<file path="src/include/rx_filter_pkg.sv">
// package of constants and types for the receive identifier filter
// Notes on behaviour
// RULE_01: standard element config 100, 101 or 110 marks a priority filter.
// RULE_02: extended element config 100, 101 or 110 marks a priority filter.
// RULE_03: frame accepted by a priority element sets the high priority flag.
// RULE_04: accept_nonmatching_ext 00 or 01 accepts unmatched extended frames.
// RULE_05: accept_nonmatching_std 00 or 01 accepts unmatched standard frames.
// RULE_06: frames accepted only by global setting never set the priority flag.
// RULE_07: extended config 001 stores in fifo 0, 010 in fifo 1.
// RULE_08: standard config 001 stores in fifo 0, 010 in fifo 1.
// RULE_09: extended type 10 is classic: field a value, field b mask.
// RULE_10: standard type 10 is classic: field a value, field b mask.
// RULE_11: extended classic mask of zero matches every extended identifier.
// RULE_12: standard classic mask of zero matches every standard identifier.
// RULE_13: with one format prioritised, software adds other-format catch-all.
// RULE_14: config 100 flags only; 101 and 110 flag and store in fifo 0/1.
`default_nettype none
package rx_filter_pkg;
  localparam int STD_ID_W = 11;
  localparam int EXT_ID_W = 29;
  localparam int NUM_STD  = 4;
  localparam int NUM_EXT  = 4;
  localparam int IDX_W    = 3;
  // element configuration codes
  localparam logic [2:0] EC_DISABLE = 3'h0;
  localparam logic [2:0] EC_FIFO0   = 3'h1;
  localparam logic [2:0] EC_FIFO1   = 3'h2;
  localparam logic [2:0] EC_REJECT  = 3'h3;
  localparam logic [2:0] EC_PRIO    = 3'h4;
  localparam logic [2:0] EC_PRIO_F0 = 3'h5;
  localparam logic [2:0] EC_PRIO_F1 = 3'h6;
  // filter type codes
  localparam logic [1:0] FT_RANGE   = 2'h0;
  localparam logic [1:0] FT_DUAL    = 2'h1;
  localparam logic [1:0] FT_CLASSIC = 2'h2;
  // global non-matching codes
  localparam logic [1:0] NM_FIFO0   = 2'h0;
  localparam logic [1:0] NM_FIFO1   = 2'h1;
  // register map (word offsets are byte addresses)
  localparam int ADDR_W = 8;
  localparam logic [7:0] A_GLOBAL   = 8'h00;
  localparam logic [7:0] A_STATUS   = 8'h04;
  localparam logic [7:0] A_MASK     = 8'h08;
  localparam logic [7:0] A_RESULT   = 8'h0c;
  localparam logic [7:0] A_STD_BASE = 8'h40;
  localparam logic [7:0] A_EXT_BASE = 8'h80;
  localparam logic [7:0] A_EXT_B    = 8'hc0;
  // status bits
  localparam int ST_HPM  = 0;
  localparam int ST_RX0  = 1;
  localparam int ST_RX1  = 2;
  localparam int ST_DROP = 3;
  localparam int ST_W    = 4;
  localparam logic [31:0] RESET_WORD = 32'h0;
  localparam logic [1:0]  GLOBAL_RST = 2'h0;
  typedef enum logic [1:0] {DEST_NONE, DEST_F0, DEST_F1} dest_t;
endpackage : rx_filter_pkg
`default_nettype wire

</file>
<file path="src/hw/can_rx_id_filter.sv">
// receive identifier filter with priority flag and register port
`default_nettype none
module can_rx_id_filter #(
  parameter int NS = rx_filter_pkg::NUM_STD,
  parameter int NE = rx_filter_pkg::NUM_EXT
) (
  // clock and reset
  input  wire logic              clock_i,
  input  wire logic              srst_i,
  // register port
  input  wire logic [rx_filter_pkg::ADDR_W-1:0] addr_i,
  input  wire logic [31:0]       wdata_i,
  input  wire logic              wr_i,
  input  wire logic              rd_i,
  output logic [31:0]            rdata_o,
  // received frame from the bus side
  input  wire logic              frame_valid_i,
  input  wire logic              frame_ext_i,
  input  wire logic [rx_filter_pkg::EXT_ID_W-1:0] frame_id_i,
  // filter verdict
  output logic                   accept_o,
  output logic                   store_fifo0_o,
  output logic                   store_fifo1_o,
  output logic                   high_priority_message_o,
  output logic                   irq_o
);
  import rx_filter_pkg::*;
  // std element word: [31:30] type [29:27] config [26:16] a [10:0] b
  // ext word A: [31:29] config [28:0] a ; word B: [31:30] type [28:0] b
  typedef struct packed {
    logic [NS-1:0][31:0] std_elem;
    logic [NE-1:0][31:0] ext_a;
    logic [NE-1:0][31:0] ext_b;
    logic [1:0]          nm_std;
    logic [1:0]          nm_ext;
    logic [ST_W-1:0]     status;
    logic [ST_W-1:0]     mask;
    logic [7:0]          result;
    logic [31:0]         rdata;
    logic                accept;
    logic                f0;
    logic                f1;
    logic                high_priority_message;
    logic                irq;
  } state_t;

  state_t s_q;
  state_t s_d;

  logic [NS-1:0] std_hit;
  logic [NE-1:0] ext_hit;

  genvar g;
  generate
    for (g = 0; g < NS; g++) begin : g_std
      id_match_elem #(.W(STD_ID_W)) u_m (
        .ftype_i   (s_q.std_elem[g][31:30]),
        .field_a_i (s_q.std_elem[g][26:16]),
        .field_b_i (s_q.std_elem[g][10:0]),
        .id_i      (frame_id_i[STD_ID_W-1:0]),
        .hit_o     (std_hit[g])
      );
    end
    for (g = 0; g < NE; g++) begin : g_ext
      id_match_elem #(.W(EXT_ID_W)) u_m (
        .ftype_i   (s_q.ext_b[g][31:30]),
        .field_a_i (s_q.ext_a[g][28:0]),
        .field_b_i (s_q.ext_b[g][28:0]),
        .id_i      (frame_id_i),
        .hit_o     (ext_hit[g])
      );
    end
  endgenerate

  function automatic logic [2:0] std_cfg(input logic [31:0] w);
    std_cfg = w[29:27];
  endfunction : std_cfg

  // first enabled matching element wins, lowest index first
  logic        matched;
  logic [2:0]  hit_cfg;
  logic [IDX_W-1:0] hit_idx;
  logic        prio;
  dest_t       dest;
  logic [1:0]  nm;
  logic        take;
  logic [ST_W-1:0] ev;
  logic [ST_W-1:0] clr;

  always_comb begin
    matched = 1'b0;
    hit_cfg = EC_DISABLE;
    hit_idx = '0;
    if (frame_ext_i) begin
      for (int i = NE - 1; i >= 0; i--) begin
        if (ext_hit[i] && s_q.ext_a[i][31:29] != EC_DISABLE) begin
          matched = 1'b1;
          hit_cfg = s_q.ext_a[i][31:29];
          hit_idx = IDX_W'(i);
        end
      end
    end else begin
      for (int i = NS - 1; i >= 0; i--) begin
        if (std_hit[i] && std_cfg(s_q.std_elem[i]) != EC_DISABLE) begin
          matched = 1'b1;
          hit_cfg = std_cfg(s_q.std_elem[i]);
          hit_idx = IDX_W'(i);
        end
      end
    end
    nm = frame_ext_i ? s_q.nm_ext : s_q.nm_std;
    prio = 1'b0;
    dest = DEST_NONE;
    if (matched) begin
      case (hit_cfg)
        EC_FIFO0:   dest = DEST_F0; // see RULE_07 RULE_08
        EC_FIFO1:   dest = DEST_F1; // see RULE_07 RULE_08
        EC_PRIO:    prio = 1'b1; // see RULE_01 RULE_02 RULE_14
        EC_PRIO_F0: begin
          prio = 1'b1; // see RULE_01 RULE_02
          dest = DEST_F0; // see RULE_14
        end
        EC_PRIO_F1: begin
          prio = 1'b1; // see RULE_01 RULE_02
          dest = DEST_F1; // see RULE_14
        end
        default:    dest = DEST_NONE;
      endcase
    end else begin
      // priority is worked out per frame, never carried over
      case (nm)
        NM_FIFO0: dest = DEST_F0; // see RULE_04 RULE_05 RULE_06
        NM_FIFO1: dest = DEST_F1; // see RULE_04 RULE_05 RULE_06
        default:  dest = DEST_NONE;
      endcase
    end
    take = frame_valid_i && (dest != DEST_NONE || prio);
  end

  always_comb begin
    s_d = s_q;
    ev = '0;
    clr = '0;
    s_d.accept = 1'b0;
    s_d.f0 = 1'b0;
    s_d.f1 = 1'b0;
    s_d.high_priority_message = 1'b0;
    s_d.rdata = '0;
    if (frame_valid_i) begin
      s_d.accept = take;
      s_d.f0 = (dest == DEST_F0);
      s_d.f1 = (dest == DEST_F1);
      s_d.high_priority_message = prio; // see RULE_03 RULE_06
      s_d.result = {frame_ext_i, matched, prio, hit_idx[1:0],
                    hit_cfg};
      ev[ST_HPM] = prio; // see RULE_03
      ev[ST_RX0] = (dest == DEST_F0);
      ev[ST_RX1] = (dest == DEST_F1);
      ev[ST_DROP] = !take;
    end
    if (wr_i) begin
      if (addr_i == A_GLOBAL) begin
        s_d.nm_std = wdata_i[1:0];
        s_d.nm_ext = wdata_i[3:2];
      end
      if (addr_i == A_STATUS) begin
        clr = wdata_i[ST_W-1:0];
      end
      if (addr_i == A_MASK) begin
        s_d.mask = wdata_i[ST_W-1:0];
      end
      for (int i = 0; i < NS; i++) begin
        if (addr_i == A_STD_BASE + ADDR_W'(4 * i)) begin
          s_d.std_elem[i] = wdata_i;
        end
      end
      for (int i = 0; i < NE; i++) begin
        if (addr_i == A_EXT_BASE + ADDR_W'(4 * i)) begin
          s_d.ext_a[i] = wdata_i;
        end
        if (addr_i == A_EXT_B + ADDR_W'(4 * i)) begin
          s_d.ext_b[i] = wdata_i;
        end
      end
    end
    // a new event beats a clear in the same cycle
    s_d.status = (s_q.status & ~clr) | ev;
    if (rd_i) begin
      case (addr_i)
        A_GLOBAL: s_d.rdata = {28'h0, s_q.nm_ext, s_q.nm_std};
        A_STATUS: s_d.rdata = {28'h0, s_q.status};
        A_MASK:   s_d.rdata = {28'h0, s_q.mask};
        A_RESULT: s_d.rdata = {24'h0, s_q.result};
        default: begin
          for (int i = 0; i < NS; i++) begin
            if (addr_i == A_STD_BASE + ADDR_W'(4 * i)) begin
              s_d.rdata = s_q.std_elem[i];
            end
          end
          for (int i = 0; i < NE; i++) begin
            if (addr_i == A_EXT_BASE + ADDR_W'(4 * i)) begin
              s_d.rdata = s_q.ext_a[i];
            end
            if (addr_i == A_EXT_B + ADDR_W'(4 * i)) begin
              s_d.rdata = s_q.ext_b[i];
            end
          end
        end
      endcase
    end
    s_d.irq = |(s_d.status & s_q.mask);
  end

  always_ff @(posedge clock_i) begin
    if (srst_i) begin
      s_q <= '0;
      s_q.nm_std <= GLOBAL_RST;
      s_q.nm_ext <= GLOBAL_RST;
    end else begin
      s_q <= s_d;
    end
  end

  assign rdata_o = s_q.rdata;
  assign accept_o = s_q.accept;
  assign store_fifo0_o = s_q.f0;
  assign store_fifo1_o = s_q.f1;
  assign high_priority_message_o = s_q.high_priority_message;
  assign irq_o = s_q.irq;
endmodule : can_rx_id_filter
`default_nettype wire

</file>
<file path="src/hw/id_match_elem.sv">
// one filter element compare: range, dual id or classic mask
`default_nettype none
module id_match_elem #(
  parameter int W = 11
) (
  // element setup
  input  wire logic [1:0]   ftype_i,
  input  wire logic [W-1:0] field_a_i,
  input  wire logic [W-1:0] field_b_i,
  // frame identifier
  input  wire logic [W-1:0] id_i,
  output logic              hit_o
);
  import rx_filter_pkg::*;
  logic [W-1:0] diff;
  always_comb begin
    // zero mask bits drop out, so an all-zero mask hits always
    diff = (id_i ^ field_a_i) & field_b_i; // see RULE_11 RULE_12
    case (ftype_i)
      FT_RANGE:   hit_o = (id_i >= field_a_i) && (id_i <= field_b_i);
      FT_DUAL:    hit_o = (id_i == field_a_i) || (id_i == field_b_i);
      FT_CLASSIC: hit_o = (diff == '0); // see RULE_09 RULE_10
      default:    hit_o = 1'b0;
    endcase
  end
endmodule : id_match_elem
`default_nettype wire

</file>
<file path="config.mk">
export PLATFORM = sky130hd
export DESIGN_NAME = can_rx_id_filter
export DESIGN_NICKNAME = d
export VERILOG_FILES = /design/src/include/rx_filter_pkg.sv /design/src/hw/can_rx_id_filter.sv /design/src/hw/id_match_elem.sv
export SDC_FILE = /design/constraint.sdc
export NUM_CORES = 2
export LEC_CHECK = 0
export ABC_CLOCK_PERIOD_IN_PS = 4900
export BUFFER_PORTS_ARGS = -buffer_cell sky130_fd_sc_hd__buf_4
export CORE_ASPECT_RATIO = 0.75
export CORE_UTILIZATION = 38
export CTS_BUF_LIST = sky130_fd_sc_hd__clkbuf_8 sky130_fd_sc_hd__clkbuf_16
export DETAILED_ROUTE_END_ITERATION = 16
export HOLD_SLACK_MARGIN = 0.05
export PLACE_DENSITY = 0.63
export SLEW_MARGIN = 20
export SYNTH_ARGS = -nofsm -noshare
export SYNTH_HDL_FRONTEND = slang
export SYNTH_SLANG_ARGS = --single-unit
</file>
<file path="constraint.sdc">
create_clock -name clock_i -period 4.9 [get_ports clock_i]
set_clock_uncertainty 0.05 [all_clocks]
set_input_delay 1.47 -clock clock_i [delete_from_list [all_inputs] [get_ports clock_i]]
set_output_delay 1.47 -clock clock_i [all_outputs]
set_load 0.01 [all_outputs]
</file>
==> metrics.md <==
| Metric | Value |
|---|---|
| IO Count | 112 |
| Fin crit share | between 90% and 100% |
| Clk slew on worst S/H paths | ~70 ps |
| Routed Antenna Nets | 0 |
| Initial Util | 38.6% |
| DR DRC count | 0 |
| Worst slew pin tran | 897 ps |
| Arr. time, crit path | 5100 ps |
| Slew HR | 40.0% |
| Register share of total power | between 40 and 50% |
| CTS tree | done |
| Die area | a little over 70000 um^2 |
| Post-synthesis sequential area ratio | 32.5% |
| Status | finished, final reports clean |
| # rows | 84 |
| Cell area after synthesis | ~27000 um^2 |
| MaxCap Viol Count | 0 |
| Ant. Diodes | 0 |
| Sw Share | roughly 27% |
| Synth warnings | 0 |
| Syn-to-layout area delta | 16.3% |
| Combinational share of power | between 10% and 20% |
| Tot Pwr | between 8000 and 9000 uW |
| Net switching power | between 2000 and 2500 uW |
| Post-DR vias/cell | about 5.9 |
| Syn Inst Count | 3678 |
| Leakage | between 0.01 and 0.015 uW |
| Total negative setup slack | 0 ps |
| Final Hold Vio Count | 0 |
| Slowest CP cell | o311ai_4 |
| CP endpoint kind | flop |
| Cell Int Power | approximately 6000 uW |
| Largest net degree at the start of global routing | around 150 |
| Startpoint Class | input pin |
| Synthesized Nets | around 4100 |
| Clk network pwr share | a little under half |
| Clock latency on the worst-skew pair | 620 ps |
| Pre-CTS WS | -179 ps |
| Crit-path max FO | 7 |
| Drt first pass iters | 8 |
| Final setup viols | 0 |
| Synth Area in Adders | 14.7% |
| Synth Register Bits | around 440 |
| Clock tree buffer depth | 3 |
| Gpl congestion | 1.07 |
| Placed wire-length estimate | ~94 mm |
| Vias in the first global route | about 25000 |
| P per Cell Area | ~260 nW/um^2 |
| Largest family of logic cells by synthesized area | compound AO/OA/AOI/OAI gates |
| Number of flops mapped to enable cells by yosys | 0 |
| Vias | about 28000 |
| Die X-Extent | 311 um |
| Max stage delay on crit path | 500 ps |
| Main flop type after synthesis | dfxtp_1 |
| Final worst slack | ~250 ps |
| Total grt overflow | 0 |
| Synth Area in Simple Gates | a little over a fifth |
| Post-synthesis xor/xnor area fraction | less than 1% |
| Core Area | 70400 um^2 |
| Cell repeated most along the worst path | a2111oi_0 |
| CP delay by family, top | compound AO/OA/AOI/OAI gates |
| Fin crit period | 4650 ps |
| Synth Area per Inst | around 7.4 um^2 |
| Finished Layout Cells | around 4800 |
| CTS Buf Count | 46 |
| IO Port Bufs | ~110 |
| WP buf/inv | 2 |
| Cts hold-fix bufs | 0 |
| CTS sink count | 441 |
| Initial antenna violation count | 0 |
| Slew Viols, Final | 0 |
| Synth Area in Compound Gates | 22.9% |
| Share of layout cells above drive strength 1 | between 10 and 15% |
| WS Path Type | in -> reg |
| Post-synthesis mux area share | less than 1% |
| Worst VDD drop | 0.000226 V |
| Post_cts resized | 0 |
| CTS H-tree lvls | 2 |
| Final WL | 123 mm |
| Fmax | between 200 and 250 MHz |
| Wirelength per Cell | 25.6 um |
| WP data required | 5350 ps |
| Layout Nets | around 4200 |
| CTS root buffer | clkbuf_16 |
| RSZ-0062 raised after global routing | no |
| Distinct cells, synth | 73 |
| CP cell instances | buf_4 -> ha_1 -> a21oi_1 -> nor2_1 -> a2111oi_0 -> a2111oi_0 -> buf_4 -> a2111oi_0 -> nand4b_1 -> nand3_1 -> o311ai_4 -> mux2_4 -> a211o_1 -> a32o_1 |
| Most common cell after layout, fill and taps aside | nand2_1 |
| Initial DRC Count | roughly 4700 |
| Async SR Flop Fraction | 0% |
| Inst Count DP | 4711 |
| Most frequent cells in the layout | nand2_1, a21oi_1, dfxtp_1, inv_1, ha_1 |
| HP Class | reg -> reg |
| GRT Util Overall | between 30 and 40% |
| First-pass GRT wire length | 177 mm |
| Die Span Y | 234 um |
| Number of setup buffers added after CTS | 0 |
[synthesized netlist by cell type, types with 3 or more instances]
master / count / area (um^2)
a2111o_1: 3 / 33.8
a2111oi_0: 14 / 123
a211o_1: 3 / 26.3
a211oi_1: 30 / 225
a21boi_0: 3 / 22.5
a21o_1: 32 / 240
a21oi_1: 540 / 2700
a221oi_1: 23 / 201
a222oi_1: 27 / 270
a22o_1: 6 / 52.6
a22oi_1: 85 / 638
a31o_2: 3 / 26.3
a31oi_1: 18 / 113
a32o_1: 3 / 30.0
a41oi_1: 4 / 35.0
and2_1: 13 / 81.3
and3_1: 12 / 75.1
buf_4: 32 / 240
clkbuf_1: 205 / 769
dfxtp_1: 441 / 8830
ha_1: 320 / 4000
inv_1: 337 / 1260
mux2i_1: 4 / 40.0
nand2_1: 854 / 3210
nand2b_1: 76 / 475
nand3_1: 77 / 385
nand3b_1: 9 / 67.6
nand4_1: 70 / 438
nor2_1: 101 / 379
nor2b_1: 18 / 113
nor3_1: 45 / 225
nor4_1: 24 / 150
o2111ai_1: 21 / 184
o211ai_1: 21 / 158
o21a_1: 6 / 45.0
o21ai_0: 78 / 390
o21bai_1: 6 / 45.0
o221ai_1: 3 / 26.3
o22ai_1: 46 / 288
o31ai_1: 7 / 52.6
or2_2: 4 / 25.0
or3_1: 11 / 68.8
[per-stage QoR]
stage | instance area, um^2 | hold WS [ps] | util [%]
floorplan | 27200 | 386 | -
CTS | 31600 | 405 | 44.9
finish | 31600 | 406 | 44.9
global placement | 30100 | 391 | 42.7
detailed placement | 30100 | 396 | 42.7
global route | 31600 | 417 | 44.9
[state kept, by name (all words and copies together), names as in the netlist]
signal,count
irq_o,1
rdata_o,32
store_fifo1_o,1
store_fifo0_o,1
s_q,404
high_priority_message_o,1
accept_o,1
[logic make-up (layout without fill, tap and decap cells)]
group | count (synthesis) | after routing
simple gates | 1323 | 1323
compound gates | 1010 | 1010
buf+inv | 577 | 749
flops | 441 | 441
fa+ha+maj | 320 | 320
mux | 5 | 5
xor+xnor | 2 | 2
[area by class of cell]
type | instances | area (um^2)
Clock inverter | 33 | 324
Clock buffer | 52 | 1240
Timing Repair Buffer | 327 | 2680
Tap cell | 946 | 1180
Sequential cell | 441 | 8830
Inverter | 337 | 1260
Fill cell | 7216 | 38800
Multi-Input combinational cell | 2660 | 16100
[per-layer routing]
| layer | share of wire (%) | vias to the layer above | global-route usage [%] |
|---|---|---|---|
| met2 | 37 | 1685 | 43.1 |
| met3 | 14 | 163 | 9.66 |
| met1 | 47 | 13500 | 51.3 |
| met4 | 1.7 | 0 | 5.77 |
| met5 | 0 | - | 0 |
| li1 | - | 13100 | - |
[power groups by stage]
stage | combinational (uW) | clock (uW) | sequential, uW
after floorplan | 411 | 0 | 3680
after detailed placement | 814 | 0 | 3680
after global placement | 820 | 0 | 3680
after global routing | 908 | 3930 | 3600
after CTS | 819 | 3800 | 3600
final | 847 | 3780 | 3600
[final timing paths]
check,slack (ps),startpoint,endpoint,cells after the start
setup / recovery,250,frame_id_i[14],irq_o,14
hold / removal,410,s_q[140],s_q[140],2
setup reg to reg,800,s_q[231],irq_o,14
hold reg to reg,410,s_q[140],s_q[140],2
[tightest hold or removal path: cells and delay by family (launching register included)]
family	cells	cell delay [ps]
flops	1	310
simple gates	1	50
compound gates	1	50
Power figures use the tool's default switching activity.
